$ cat src/hw/ccsc_pkg.sv
// Purpose: Constants for the CPU clock switchover control block
// Assumes: 32-bit AXI4-Lite register bus, one aligned word per register
// Notes: Frequencies are held in software-written registers; reset values below
package ccsc_pkg;
  // Register byte offsets
  localparam logic [7:0] CCSC_OFS_PROC_CLK = 8'h00;
  localparam logic [7:0] CCSC_OFS_MAIN_MODE = 8'h04;
  localparam logic [7:0] CCSC_OFS_MAIN_OSC = 8'h08;
  localparam logic [7:0] CCSC_OFS_OSC_CTRL = 8'h0C;
  localparam logic [7:0] CCSC_OFS_FREQ_MAIN = 8'h10;
  localparam logic [7:0] CCSC_OFS_FREQ_SUB = 8'h14;
  localparam logic [7:0] CCSC_OFS_BUSY = 8'h18;
  // Field positions, processor_clock_control
  localparam int CCSC_DIV_LSB = 0;
  localparam int CCSC_CPU_SEL_BIT = 4;
  localparam int CCSC_CPU_STAT_BIT = 5;
  // Field positions, main_clock_mode
  localparam int CCSC_MAIN_SEL_BIT = 0;
  localparam int CCSC_MAIN_STAT_BIT = 1;
  localparam int CCSC_HS_EN_BIT = 2;
  // Field positions, main_osc_control and oscillator control
  localparam int CCSC_HS_STOP_BIT = 7;
  localparam int CCSC_INT_STOP_BIT = 0;
  localparam int CCSC_SUB_EN_BIT = 1;
  // Field positions, busy status
  localparam int CCSC_PCC_BUSY_BIT = 0;
  localparam int CCSC_MCM_BUSY_BIT = 1;
  // Reset values
  localparam logic [2:0] CCSC_DIV_RST = 3'h0;
  localparam logic CCSC_CPU_SEL_RST = 1'b0;
  localparam logic CCSC_MAIN_SEL_RST = 1'b0;
  localparam logic CCSC_HS_EN_RST = 1'b0;
  localparam logic CCSC_HS_STOP_RST = 1'b1;
  localparam logic CCSC_INT_STOP_RST = 1'b0;
  localparam logic CCSC_SUB_EN_RST = 1'b0;
  localparam logic [15:0] CCSC_INT_FREQ_KHZ_RST = 16'h1F40;
  localparam logic [15:0] CCSC_HS_FREQ_KHZ_RST = 16'h2710;
  localparam logic [15:0] CCSC_SUB_FREQ_HZ_RST = 16'h8000;
  // Latency counts in old CPU clocks, and scale factors for the main-to-sub wait
  localparam logic [31:0] CCSC_DIV_CHANGE_BASE = 32'h0000_0010;
  localparam logic [31:0] CCSC_SUB_TO_MAIN_CNT = 32'h0000_0002;
  localparam logic [15:0] CCSC_HZ_PER_KHZ = 16'h03E8;
  localparam int CCSC_SUB_SCALE_SHIFT = 4;
  localparam int CCSC_SUB_STEP_SHIFT = 3;
  // AXI responses
  localparam logic [1:0] CCSC_RESP_OKAY = 2'h0;
  localparam logic [1:0] CCSC_RESP_SLVERR = 2'h2;
endpackage

$ cat src/hw/ccsc_cpu_clock_switchover_control.sv
// Purpose: CPU clock and main system clock selection with switchover latency
// Assumes: cpu_clk_tick pulses once per current CPU clock, main_clk_tick once per main clock
// Notes: Latencies are counted by accumulation, so no divider is needed
// Contract
// - Divider bits 2:0, CPU source select bit 4
// - Old CPU clock kept for latency after write
// - Read-only bit 5 shows CPU clock source
// - Divider change 16>>div clocks; sub-to-main 2
// - Main-to-sub ratio scaled by divider, rounded up
// - Divider change with sub-to-main in one write
// - Main mode bit 0 selects main clock source
// - Old main clock kept for latency after write
// - Main mode bit 1 shows main clock source
// - Main switch takes 1 + 2*old/new, truncated
// - High-speed source enable writable once per reset
// - High-speed stop at bit 7 of main_osc_control
`timescale 1ns/10ps
`default_nettype none
module ccsc_cpu_clock_switchover_control
  import ccsc_pkg::*;
(
  input wire logic aclk,
  input wire logic aresetn,
  input wire logic s_axi_awvalid,
  output logic s_axi_awready,
  input wire logic [7:0] s_axi_awaddr,
  input wire logic s_axi_wvalid,
  output logic s_axi_wready,
  input wire logic [31:0] s_axi_wdata,
  input wire logic [3:0] s_axi_wstrb,
  output logic s_axi_bvalid,
  input wire logic s_axi_bready,
  output logic [1:0] s_axi_bresp,
  input wire logic s_axi_arvalid,
  output logic s_axi_arready,
  input wire logic [7:0] s_axi_araddr,
  output logic s_axi_rvalid,
  input wire logic s_axi_rready,
  output logic [31:0] s_axi_rdata,
  output logic [1:0] s_axi_rresp,
  input wire logic cpu_clk_tick,
  input wire logic main_clk_tick,
  output logic [2:0] main_divider_out,
  output logic cpu_on_subsystem,
  output logic main_on_high_speed,
  output logic internal_osc_stop_out,
  output logic high_speed_clock_stop_out,
  output logic subsystem_osc_enable_out
);

  // Bus slave state
  logic aw_held_reg, aw_held_next;
  logic [7:0] aw_addr_reg, aw_addr_next;
  logic w_held_reg, w_held_next;
  logic [31:0] w_data_reg, w_data_next;
  logic [3:0] w_strb_reg, w_strb_next;
  logic bvalid_reg, bvalid_next;
  logic [1:0] bresp_reg, bresp_next;
  logic rvalid_reg, rvalid_next;
  logic [31:0] rdata_reg, rdata_next;
  logic [1:0] rresp_reg, rresp_next;
  logic do_write;
  logic [31:0] rd_value;
  logic rd_hit;

  // Software-written registers
  logic [2:0] div_sel_reg, div_sel_next;
  logic cpu_sel_reg, cpu_sel_next;
  logic main_sel_reg, main_sel_next;
  logic hs_en_reg, hs_en_next;
  logic hs_en_locked_reg, hs_en_locked_next;
  logic hs_stop_reg, hs_stop_next;
  logic int_stop_reg, int_stop_next;
  logic sub_en_reg, sub_en_next;
  logic [15:0] int_freq_reg, int_freq_next;
  logic [15:0] hs_freq_reg, hs_freq_next;
  logic [15:0] sub_freq_reg, sub_freq_next;

  // Applied clock state and latency accumulators
  logic [2:0] div_act_reg, div_act_next;
  logic cpu_act_reg, cpu_act_next;
  logic main_act_reg, main_act_next;
  logic [31:0] pcc_acc_reg, pcc_acc_next;
  logic [31:0] mcm_acc_reg, mcm_acc_next;
  logic pcc_wr, mcm_wr, pcc_busy, mcm_busy;
  logic [31:0] pcc_step, pcc_target, pcc_sum;
  logic [31:0] mcm_sum, mcm_limit;
  logic [15:0] main_freq_old, main_freq_new;

  // Oscillator outputs
  logic int_gate_reg, int_gate_next;
  logic hs_gate_reg, hs_gate_next;
  logic sub_gate_reg, sub_gate_next;

  assign s_axi_awready = !aw_held_reg && !bvalid_reg;
  assign s_axi_wready = !w_held_reg && !bvalid_reg;
  assign s_axi_bvalid = bvalid_reg;
  assign s_axi_bresp = bresp_reg;
  assign s_axi_arready = !rvalid_reg;
  assign s_axi_rvalid = rvalid_reg;
  assign s_axi_rdata = rdata_reg;
  assign s_axi_rresp = rresp_reg;
  assign do_write = aw_held_reg && w_held_reg && !bvalid_reg;
  assign pcc_wr = do_write && aw_addr_reg == CCSC_OFS_PROC_CLK && w_strb_reg[0];
  assign mcm_wr = do_write && aw_addr_reg == CCSC_OFS_MAIN_MODE && w_strb_reg[0];

  // Byte-lane merge for the frequency registers
  function automatic logic [31:0] ccsc_merge(input logic [31:0] old_v, input logic [31:0] new_v,
                                             input logic [3:0] strb);
    logic [31:0] res;
    res = old_v;
    for (int i = 0; i < 4; i++)
    begin
      if (strb[i])
        res[i*8 +: 8] = new_v[i*8 +: 8];
    end
    return res;
  endfunction

  // Read decode; status bits come from the applied state
  always_comb
  begin
    rd_value = 32'h0000_0000;
    rd_hit = 1'b1;
    unique case (s_axi_araddr)
      CCSC_OFS_PROC_CLK:
      begin
        rd_value[CCSC_DIV_LSB +: 3] = div_sel_reg;
        rd_value[CCSC_CPU_SEL_BIT] = cpu_sel_reg;
        rd_value[CCSC_CPU_STAT_BIT] = cpu_act_reg;
      end
      CCSC_OFS_MAIN_MODE:
      begin
        rd_value[CCSC_MAIN_SEL_BIT] = main_sel_reg;
        rd_value[CCSC_MAIN_STAT_BIT] = main_act_reg;
        rd_value[CCSC_HS_EN_BIT] = hs_en_reg;
      end
      CCSC_OFS_MAIN_OSC: rd_value[CCSC_HS_STOP_BIT] = hs_stop_reg;
      CCSC_OFS_OSC_CTRL:
      begin
        rd_value[CCSC_INT_STOP_BIT] = int_stop_reg;
        rd_value[CCSC_SUB_EN_BIT] = sub_en_reg;
      end
      CCSC_OFS_FREQ_MAIN: rd_value = {hs_freq_reg, int_freq_reg};
      CCSC_OFS_FREQ_SUB: rd_value[15:0] = sub_freq_reg;
      CCSC_OFS_BUSY:
      begin
        rd_value[CCSC_PCC_BUSY_BIT] = pcc_busy;
        rd_value[CCSC_MCM_BUSY_BIT] = mcm_busy;
      end
      default: rd_hit = 1'b0;
    endcase
  end

  // Bus handshakes: one write and one read in flight, read answer one cycle later, write answer two
  always_comb
  begin
    aw_held_next = aw_held_reg;
    aw_addr_next = aw_addr_reg;
    w_held_next = w_held_reg;
    w_data_next = w_data_reg;
    w_strb_next = w_strb_reg;
    bvalid_next = bvalid_reg;
    bresp_next = bresp_reg;
    rvalid_next = rvalid_reg;
    rdata_next = rdata_reg;
    rresp_next = rresp_reg;
    if (s_axi_awvalid && s_axi_awready)
    begin
      aw_held_next = 1'b1;
      aw_addr_next = s_axi_awaddr;
    end
    if (s_axi_wvalid && s_axi_wready)
    begin
      w_held_next = 1'b1;
      w_data_next = s_axi_wdata;
      w_strb_next = s_axi_wstrb;
    end
    if (do_write)
    begin
      aw_held_next = 1'b0;
      w_held_next = 1'b0;
      bvalid_next = 1'b1;
      bresp_next = (aw_addr_reg <= CCSC_OFS_FREQ_SUB && aw_addr_reg[1:0] == 2'h0) ? CCSC_RESP_OKAY
                                                                                 : CCSC_RESP_SLVERR;
    end
    else if (bvalid_reg && s_axi_bready)
      bvalid_next = 1'b0;
    if (s_axi_arvalid && s_axi_arready)
    begin
      rvalid_next = 1'b1;
      rdata_next = rd_value;
      rresp_next = rd_hit ? CCSC_RESP_OKAY : CCSC_RESP_SLVERR;
    end
    else if (rvalid_reg && s_axi_rready)
      rvalid_next = 1'b0;
  end

  always_ff @(posedge aclk)
  begin
    if (!aresetn)
    begin
      aw_held_reg <= 1'b0;
      aw_addr_reg <= 8'h00;
      w_held_reg <= 1'b0;
      w_data_reg <= 32'h0000_0000;
      w_strb_reg <= 4'h0;
      bvalid_reg <= 1'b0;
      bresp_reg <= CCSC_RESP_OKAY;
      rvalid_reg <= 1'b0;
      rdata_reg <= 32'h0000_0000;
      rresp_reg <= CCSC_RESP_OKAY;
    end
    else
    begin
      aw_held_reg <= aw_held_next;
      aw_addr_reg <= aw_addr_next;
      w_held_reg <= w_held_next;
      w_data_reg <= w_data_next;
      w_strb_reg <= w_strb_next;
      bvalid_reg <= bvalid_next;
      bresp_reg <= bresp_next;
      rvalid_reg <= rvalid_next;
      rdata_reg <= rdata_next;
      rresp_reg <= rresp_next;
    end
  end

  // Register writes; a divider and source change in one write are both kept
  always_comb
  begin
    logic [31:0] fm;
    logic [31:0] fs;
    fm = ccsc_merge({hs_freq_reg, int_freq_reg}, w_data_reg, w_strb_reg);
    fs = ccsc_merge({16'h0000, sub_freq_reg}, w_data_reg, w_strb_reg);
    div_sel_next = div_sel_reg;
    cpu_sel_next = cpu_sel_reg;
    main_sel_next = main_sel_reg;
    hs_en_next = hs_en_reg;
    hs_en_locked_next = hs_en_locked_reg;
    hs_stop_next = hs_stop_reg;
    int_stop_next = int_stop_reg;
    sub_en_next = sub_en_reg;
    int_freq_next = int_freq_reg;
    hs_freq_next = hs_freq_reg;
    sub_freq_next = sub_freq_reg;
    if (pcc_wr)
    begin
      div_sel_next = w_data_reg[CCSC_DIV_LSB +: 3];
      cpu_sel_next = w_data_reg[CCSC_CPU_SEL_BIT];
    end
    if (mcm_wr)
    begin
      main_sel_next = w_data_reg[CCSC_MAIN_SEL_BIT];
      hs_en_locked_next = 1'b1;
      if (!hs_en_locked_reg)
        hs_en_next = w_data_reg[CCSC_HS_EN_BIT];
    end
    if (do_write && w_strb_reg[0])
    begin
      if (aw_addr_reg == CCSC_OFS_MAIN_OSC)
        hs_stop_next = w_data_reg[CCSC_HS_STOP_BIT];
      if (aw_addr_reg == CCSC_OFS_OSC_CTRL)
      begin
        int_stop_next = w_data_reg[CCSC_INT_STOP_BIT];
        sub_en_next = w_data_reg[CCSC_SUB_EN_BIT];
      end
    end
    if (do_write && aw_addr_reg == CCSC_OFS_FREQ_MAIN)
    begin
      int_freq_next = fm[15:0];
      hs_freq_next = fm[31:16];
    end
    if (do_write && aw_addr_reg == CCSC_OFS_FREQ_SUB)
      sub_freq_next = fs[15:0];
  end

  // Latency terms: old main frequency feeds both counters
  assign main_freq_old = main_act_reg ? hs_freq_reg : int_freq_reg;
  assign main_freq_new = main_act_reg ? int_freq_reg : hs_freq_reg;
  assign pcc_busy = (div_sel_reg != div_act_reg) || (cpu_sel_reg != cpu_act_reg);
  assign mcm_busy = main_sel_reg != main_act_reg;
  assign pcc_sum = pcc_acc_reg + pcc_step;
  assign mcm_sum = mcm_acc_reg + {16'h0000, main_freq_new};
  assign mcm_limit = {15'h0000, main_freq_old, 1'b0};

  // Pick step and target so that done means acc reaches target
  always_comb
  begin
    pcc_step = 32'h0000_0001;
    pcc_target = CCSC_DIV_CHANGE_BASE >> div_act_reg;
    if (cpu_act_reg && !cpu_sel_reg)
      pcc_target = CCSC_SUB_TO_MAIN_CNT;
    else if (!cpu_act_reg && cpu_sel_reg)
    begin
      // Step scaled by 8 and target by 16 so the divider shift stays exact
      // A zero frequency falls back to one unit so the wait still ends
      pcc_step = (sub_freq_reg == 16'h0000) ? 32'h0000_0008 : {13'h0000, sub_freq_reg, 3'h0};
      pcc_target = (main_freq_old * {16'h0000, CCSC_HZ_PER_KHZ} << CCSC_SUB_SCALE_SHIFT) >> div_act_reg;
    end
  end

  // Apply the new selection only after the latency expires, except a divider change while on subsystem clock
  always_comb
  begin
    div_act_next = div_act_reg;
    cpu_act_next = cpu_act_reg;
    main_act_next = main_act_reg;
    pcc_acc_next = pcc_acc_reg;
    mcm_acc_next = mcm_acc_reg;
    if (pcc_wr)
      pcc_acc_next = 32'h0000_0000; // A rewrite restarts the wait
    else if (pcc_busy && cpu_act_reg && cpu_sel_reg)
      div_act_next = div_sel_reg; // Divider is unused while on subsystem clock
    else if (pcc_busy && cpu_clk_tick)
    begin
      pcc_acc_next = pcc_sum;
      if (pcc_sum >= pcc_target)
      begin
        div_act_next = div_sel_reg;
        cpu_act_next = cpu_sel_reg;
        pcc_acc_next = 32'h0000_0000;
      end
    end
    if (mcm_wr)
      mcm_acc_next = 32'h0000_0000;
    else if (mcm_busy && main_clk_tick)
    begin
      mcm_acc_next = mcm_sum;
      if (mcm_sum > mcm_limit || main_freq_new == 16'h0000)
      begin
        main_act_next = main_sel_reg;
        mcm_acc_next = 32'h0000_0000;
      end
    end
  end

  // Stop controls only reach the oscillators when that clock is idle
  always_comb
  begin
    int_gate_next = int_stop_reg && (main_act_reg || cpu_act_reg);
    hs_gate_next = hs_stop_reg && (!main_act_reg || cpu_act_reg);
    sub_gate_next = sub_en_reg || cpu_act_reg;
  end

  always_ff @(posedge aclk)
  begin
    if (!aresetn)
    begin
      div_sel_reg <= CCSC_DIV_RST;
      cpu_sel_reg <= CCSC_CPU_SEL_RST;
      main_sel_reg <= CCSC_MAIN_SEL_RST;
      hs_en_reg <= CCSC_HS_EN_RST;
      hs_en_locked_reg <= 1'b0;
      hs_stop_reg <= CCSC_HS_STOP_RST;
      int_stop_reg <= CCSC_INT_STOP_RST;
      sub_en_reg <= CCSC_SUB_EN_RST;
      int_freq_reg <= CCSC_INT_FREQ_KHZ_RST;
      hs_freq_reg <= CCSC_HS_FREQ_KHZ_RST;
      sub_freq_reg <= CCSC_SUB_FREQ_HZ_RST;
      div_act_reg <= CCSC_DIV_RST;
      cpu_act_reg <= CCSC_CPU_SEL_RST;
      main_act_reg <= CCSC_MAIN_SEL_RST;
      pcc_acc_reg <= 32'h0000_0000;
      mcm_acc_reg <= 32'h0000_0000;
      int_gate_reg <= CCSC_INT_STOP_RST;
      hs_gate_reg <= 1'b0;
      sub_gate_reg <= CCSC_SUB_EN_RST;
    end
    else
    begin
      div_sel_reg <= div_sel_next;
      cpu_sel_reg <= cpu_sel_next;
      main_sel_reg <= main_sel_next;
      hs_en_reg <= hs_en_next;
      hs_en_locked_reg <= hs_en_locked_next;
      hs_stop_reg <= hs_stop_next;
      int_stop_reg <= int_stop_next;
      sub_en_reg <= sub_en_next;
      int_freq_reg <= int_freq_next;
      hs_freq_reg <= hs_freq_next;
      sub_freq_reg <= sub_freq_next;
      div_act_reg <= div_act_next;
      cpu_act_reg <= cpu_act_next;
      main_act_reg <= main_act_next;
      pcc_acc_reg <= pcc_acc_next;
      mcm_acc_reg <= mcm_acc_next;
      int_gate_reg <= int_gate_next;
      hs_gate_reg <= hs_gate_next;
      sub_gate_reg <= sub_gate_next;
    end
  end

  // Clock selection outputs follow the applied state
  assign main_divider_out = div_act_reg;
  assign cpu_on_subsystem = cpu_act_reg;
  assign main_on_high_speed = main_act_reg;
  assign internal_osc_stop_out = int_gate_reg;
  assign high_speed_clock_stop_out = hs_gate_reg;
  assign subsystem_osc_enable_out = sub_gate_reg;

endmodule
`default_nettype wire

$ cat config.mk
export PLATFORM = sky130hd
export DESIGN_NAME = ccsc_cpu_clock_switchover_control
export DESIGN_NICKNAME = d
export VERILOG_FILES = /design/src/hw/ccsc_pkg.sv /design/src/hw/ccsc_cpu_clock_switchover_control.sv
export SDC_FILE = /design/constraint.sdc
export NUM_CORES = 1
export LEC_CHECK = 0
export ABC_AREA = 1
export ABC_CLOCK_PERIOD_IN_PS = 13000
export BUFFER_PORTS_ARGS = -buffer_cell sky130_fd_sc_hd__buf_4
export CORE_UTILIZATION = 55
export CTS_CLUSTER_SIZE = 8
export DETAILED_ROUTE_END_ITERATION = 10
export PLACE_DENSITY_LB_ADDON = 0.2
export SYNTH_ARGS = -nofsm -noshare
export SYNTH_HDL_FRONTEND = slang
export SYNTH_SLANG_ARGS = --single-unit
$ cat constraint.sdc
create_clock -name aclk -period 13 [get_ports aclk]
set_clock_uncertainty 0.05 [all_clocks]
set_input_delay 3.25 -clock aclk [delete_from_list [all_inputs] [get_ports aclk]]
set_output_delay 3.25 -clock aclk [all_outputs]
set_load 0.1 [all_outputs]
* After elaboration in Yosys (flattened, before gate mapping)
Cells that the tools add are included.
Storage, ports and cells: flip-flop bits (word level) 214, latch bits 0, bits in writable memories 0, bits in read-only memories 0, output and inout port bits 49, memories 0
Operators by class: add/subtract/negate cells 2, $mul 1, divide/modulo/power cells 0, $lt $le $gt $ge 3, equality and inequality tests 14, shift-type cells 2, multiplexer cells 27, bitwise operators 5, reductions and logical operators 63
Operators with widths (number):
- $mux 32 | 4
- $mux 19 | 3
- $mux 16 | 3
- $eq 8x5->1 const B | 5
- $add 32x16->32 | 1
- $add 32x32->32 | 1
- $eq 8x4->1 const B | 4
- $ge 32x32->1 | 1
- $gt 32x17->1 | 1
- $logic_not 16->1 | 2
- $shr 30x3->32 | 1
- $shr 5x3->32 const A | 1
- $logic_and 1x1->1 | 25
- $mul 16x7->23 const B | 1
- $reduce_and 2->1 | 10
- $eq 8x3->1 const B | 2
- $logic_not 8->1 | 2
- $pmux 8 s2 | 1
- $pmux 2 s6 | 1
- $mux 3 | 3
- $le 8x5->1 const B | 1
- $reduce_bool 2->1 | 4
- $logic_not 1->1 | 7
- $reduce_or 7->1 | 1
- other kinds (14) | 32

* Longest topological paths before layout
depth after elaboration 9, gate-level depth with buffers 44, gate-level depth less buffers 42

* Least setup slack after synthesis
OpenSTA, ideal clock, no wires.
path type register to register, start point register main_act_reg, in the netlist main_on_high_speed, end point register pcc_acc_reg[21], library setup time 0.068 ns, arrival 7.372 ns, required time 12.882 ns, setup slack 5.510 ns, cell stages (with the launch flop) 40, buffers on the path 4, cells stage by stage dfxtp_1 buf_2 buf_2 clkbuf_1 nand2_1 o21ai_0 inv_1 fa_1 fa_1 inv_1 fa_1 fa_1 inv_1 ha_1 a21oi_1 o21ai_0 a21oi_1 nor2_1 [4 not listed] or2_2 nand2_1 inv_1 ha_1 a21oi_1 nor3_1 a211oi_1 nand2_1 nand2_1 nand2_1 nand2_1 nand2_1 nand2_1 nand2_2 nor2_4 buf_6 nand2_1 a21oi_2
Between the ends: word-level cells in the longest chain between the ends 7
Ends and longest elaborated chain:
- start: declaration | line ccsc_cpu_clock_switchover_control.sv:82 | logic main_act_reg, main_act_next;
- start signal: assignment | line ccsc_cpu_clock_switchover_control.sv:385 | main_act_reg <= main_act_next;
- $mux 16 | line ccsc_cpu_clock_switchover_control.sv:279 | assign main_freq_old = main_act_reg ? hs_freq_reg : int_freq_reg;
- $mul 16x7->23 | line ccsc_cpu_clock_switchover_control.sv:299 | pcc_target = (main_freq_old * {16'h0000, CCSC_HZ_PER_KHZ} << CCSC_SUB_SCALE_SHIFT) >> div_act_reg;
- $shr 30x3->32 | line ccsc_cpu_clock_switchover_control.sv:299
- $mux 32 | line ccsc_cpu_clock_switchover_control.sv:294 | else if (!cpu_act_reg && cpu_sel_reg)
- $mux 32 | line ccsc_cpu_clock_switchover_control.sv:292 | if (cpu_act_reg && !cpu_sel_reg)
- $ge 32x32->1 | line ccsc_cpu_clock_switchover_control.sv:318 | if (pcc_sum >= pcc_target)
- $mux 32 | line ccsc_cpu_clock_switchover_control.sv:318
- end signal: assignment | line ccsc_cpu_clock_switchover_control.sv:386 | pcc_acc_reg <= pcc_acc_next;
- end: declaration | line ccsc_cpu_clock_switchover_control.sv:83 | logic [31:0] pcc_acc_reg, pcc_acc_next;
No other way between the ends. A chain may end at the register's enable or synchronous reset.

* Worst setup path in the final report
start point register main_act_reg, in the netlist main_on_high_speed, end point register pcc_acc_reg[3]
The elaborated chain is that of the path after synthesis.

==> results by group <==
Run status
  – Status: completed

Placed design
  – Placed instance area: about 17,000 um2
  – Port bufs: 107
  – RD Place Congestion: around 0.94
  – Post-DP HPWL: approximately 35 mm

Timing
  – RSZ-0062 raised after global routing: no
  – Slew HR: roughly a fifth
  – Hold Fails Final Rpt: 0
  – Final setup viols: 0
  – Setup_tns: 0 ps
  – Worst Tran Pin Value: between 1000 and 1500 ps
  – Fmax: approximately 0.13 GHz
  – WHS: approximately 410 ps
  – Part of the cycle the worst path needs: between 60 and 70%
  – Max Slew Vio Count: 0
  – Tmin final: between 7000 and 8000 ps

Critical path
  – CP peak stage delay: between 600 and 700 ps
  – R2r setup slk: 5010 ps
  – Most common cell on crit path: nand2_1
  – Worst r2r src: main_on_high_speed
  – Worst Path Arrival: between 8000 and 9000 ps
  – Worst reg2reg path depth: 35
  – Startpoint types: flip-flop
  – Critical Path End: pcc_acc_reg[3]
  – Worst-path maximum fanout: between 60 and 70
  – CP Capture Type: flip-flop
  – Slowest cell on crit path: o21ai_0
  – Crit path buffers/inverters: 5
  – Critical path's top delay family: adder cells
  – Worst path depth: 35
  – CP Launch Point: main_on_high_speed
  – Setup CP Type: flip-flop to flip-flop
  – WP data required: 13,410 ps
  – RR Endpoint: pcc_acc_reg[3]

Layout
  – Share of layout cells above drive strength 1: roughly 10%
  – Number of diodes: 0
  – Area Overhead vs Synth: 11.6%
  – Nets: 2,676
  – Fillers: about 2,700
  – Final instance area: about 18,000 um2

Drt
  – DRT iter0 DRCs: roughly 1,200
  – Via count: 15,600
  – First-pass detailed-route iteration total: 5
  – DR WL/cell: 15.9 um
  – DRC: 0
  – DRT antenna net count: 0
  – Via/cell ratio: 5.56
  – WL final: about 45 mm

Synth
  – Synth top area share: about a quarter
  – Distinct cell type count after synthesis: 60
  – Most numerous cell in the Yosys netlist: nand2_1
  – Top post-synthesis cells by area: dfxtp_1, nand2_1, ha_1
  – Post-Synthesis Cells: 2,350
  – Largest area contributor in the netlist: dfxtp_1
  – Synth cell count leaders: nand2_1, inv_1, nor2_1
  – Warnings, synthesis: 0
  – Syn Area/Cell: 6.89 um2
  – Number of synthesized flops with an enable pin: 0
  – Ys async rst share: 0%
  – Synth Flop Type: dfxtp_1
  – Synthesized area: roughly 16,000 um2
  – Synth Register Bits: between 200 and 250
  – Post-synthesis sequential area ratio: between 20% and 30%

GRT
  – Global routing usage on met1: between 40% and 50%
  – Gr usage total: between 20 and 30%
  – Most Crowded Layer GR: met2
  – Largest net degree at the start of global routing: ~110
  – Global-route wire length before repair: 72.6 mm
  – Initial antenna violation count: 0
  – Vias in the first global route: 14,600
  – Met3 usage: under 10%
  – Total grt overflow: 0
  – M2 GR Usage: ~48%

Clock tree
  – Root Driver: clkbuf_16
  – Post-CTS Setup Bufs: 0
  – Hold-fix buffer count after cts: 0
  – H-tree levels: 1
  – Clock transition at the registers of the reported paths: 50 ps
  – CTS Sinks: around 210
  – Clock buffer depth: 3
  – Worst-Skew Late Latency: around 560 ps
  – CTS tree: built
  – CTS Buf Count: 31
  – Post-cts repair resize count: 0

Floorplanning
  – DIE WIDTH: between 150 and 200 um
  – Initial Util: a little under three fifths
  – Die ar.: roughly 30,000 um2
  – Core area: around 29,000 um2
  – Die Y: ~170 um
  – Rows: 62
  – IO Pins: 110

Power and ir drop
  – Pleak: between 8 and 9 nW
  – P per Cell Area: roughly 87 nW/um2
  – Maximum vdd drop: about 0.11 mV

Min path
  – Worst hold path type: flip-flop to flip-flop
  – Worst hold start: s_axi_rdata[5]

Flow run
  – Max-Cap Viols: 0
[report_power, final]
part	total [mW]	leakage (nW)	internal (mW)	switching (mW)
combinational	0.173	6.24	0.0468	0.126
sequential	0.687	1.73	0.672	0.0143
clock	0.707	0.408	0.424	0.283
total	1.57	8.38	1.14	0.424
[how the worst min path moves through the flow]
stage	end	slack, ps	cells after the start
2_1_floorplan	internal_osc_stop_out	370	2
3_5_place_dp	hs_freq_reg[10]	400	2
6_report	s_axi_rdata[5]	410	2
5_1_grt	pcc_acc_reg[17]	440	2
4_1_cts	hs_freq_reg[10]	410	2
3_3_place_gp	hs_freq_reg[9]	390	2
[through the flow]
step / cells / util (%) / total power, mW / setup slack, ps
floorplan: 2351 / - / 0.822 / 5510
global placement: 2777 / 59.8 / 0.868 / 5200
detailed placement: 2777 / 59.8 / 0.871 / 5040
CTS: 2813 / 62.6 / 1.57 / 5040
global route: 2813 / 62.6 / 1.62 / 4320
finish: 2813 / 62.6 / 1.57 / 5010
[layer usage]
| layer | routed length, um | vias to the layer above |
|---|---|---|
| met5 | 0 | - |
| met4 | 1250 | 0 |
| met3 | 2320 | 77 |
| met2 | 20300 | 463 |
| met1 | 20900 | 7255 |
| li1 | - | 7850 |
[layout make-up]
type | instances | area, um2 | area share, %
clock inverters | 3 | 33.8 | 0.187
multi-input cells | 1707 | 10300 | 56.8
flip-flops and latches | 212 | 4250 | 23.5
inverters | 349 | 1310 | 7.25
clock buffers | 33 | 793 | 4.39
well taps | 384 | 480 | 2.66
repair buffers | 125 | 938 | 5.19
[worst reg2reg max path: cells and delay by family (launching register included)]
kind	cells	cell delay (ps)
fa+ha+maj	6	2740
flops	1	300
buf+inv	5	670
compound gates	9	2050
simple gates	15	2110
[logic make-up (layout without fill, tap and decap cells)]
| family | after synthesis | count (layout) | share of synthesized area (%) |
|---|---|---|---|
| AND/OR/NAND/NOR | 969 | 969 | 26.3 |
| flip-flops | 212 | 212 | 26.2 |
| XOR/XNOR | 48 | 48 | 2.60 |
| adder cells (fa/ha/maj) | 189 | 189 | 17.1 |
| multiplexers | 1 | 1 | 0.0618 |
| buffers and inverters | 432 | 510 | 10.4 |
| other | 1 | 2 | 0.0232 |
| AO/OA/AOI/OAI | 498 | 498 | 17.3 |
[placed cells by master (no fill, tap or decap), types with 7 or more instances in the layout]
master and n:
a211oi_1 12, a21o_1 9, a21oi_1 188, a21oi_2 14
a31oi_1 7, buf_4 125, clkbuf_16 31, dfxtp_1 211
fa_1 55, ha_1 134, inv_1 339, nand2_1 451
nand2_2 17, nand3_1 132, nand3_2 14, nand4_1 31
nor2_1 229, nor3_1 54, nor4_1 16, o211ai_1 16
o21ai_0 198, o221ai_1 10, o22ai_1 12, or2_2 9
xnor2_1 16, xor2_1 32
Note: power is estimated with default switching activity, not from simulation.
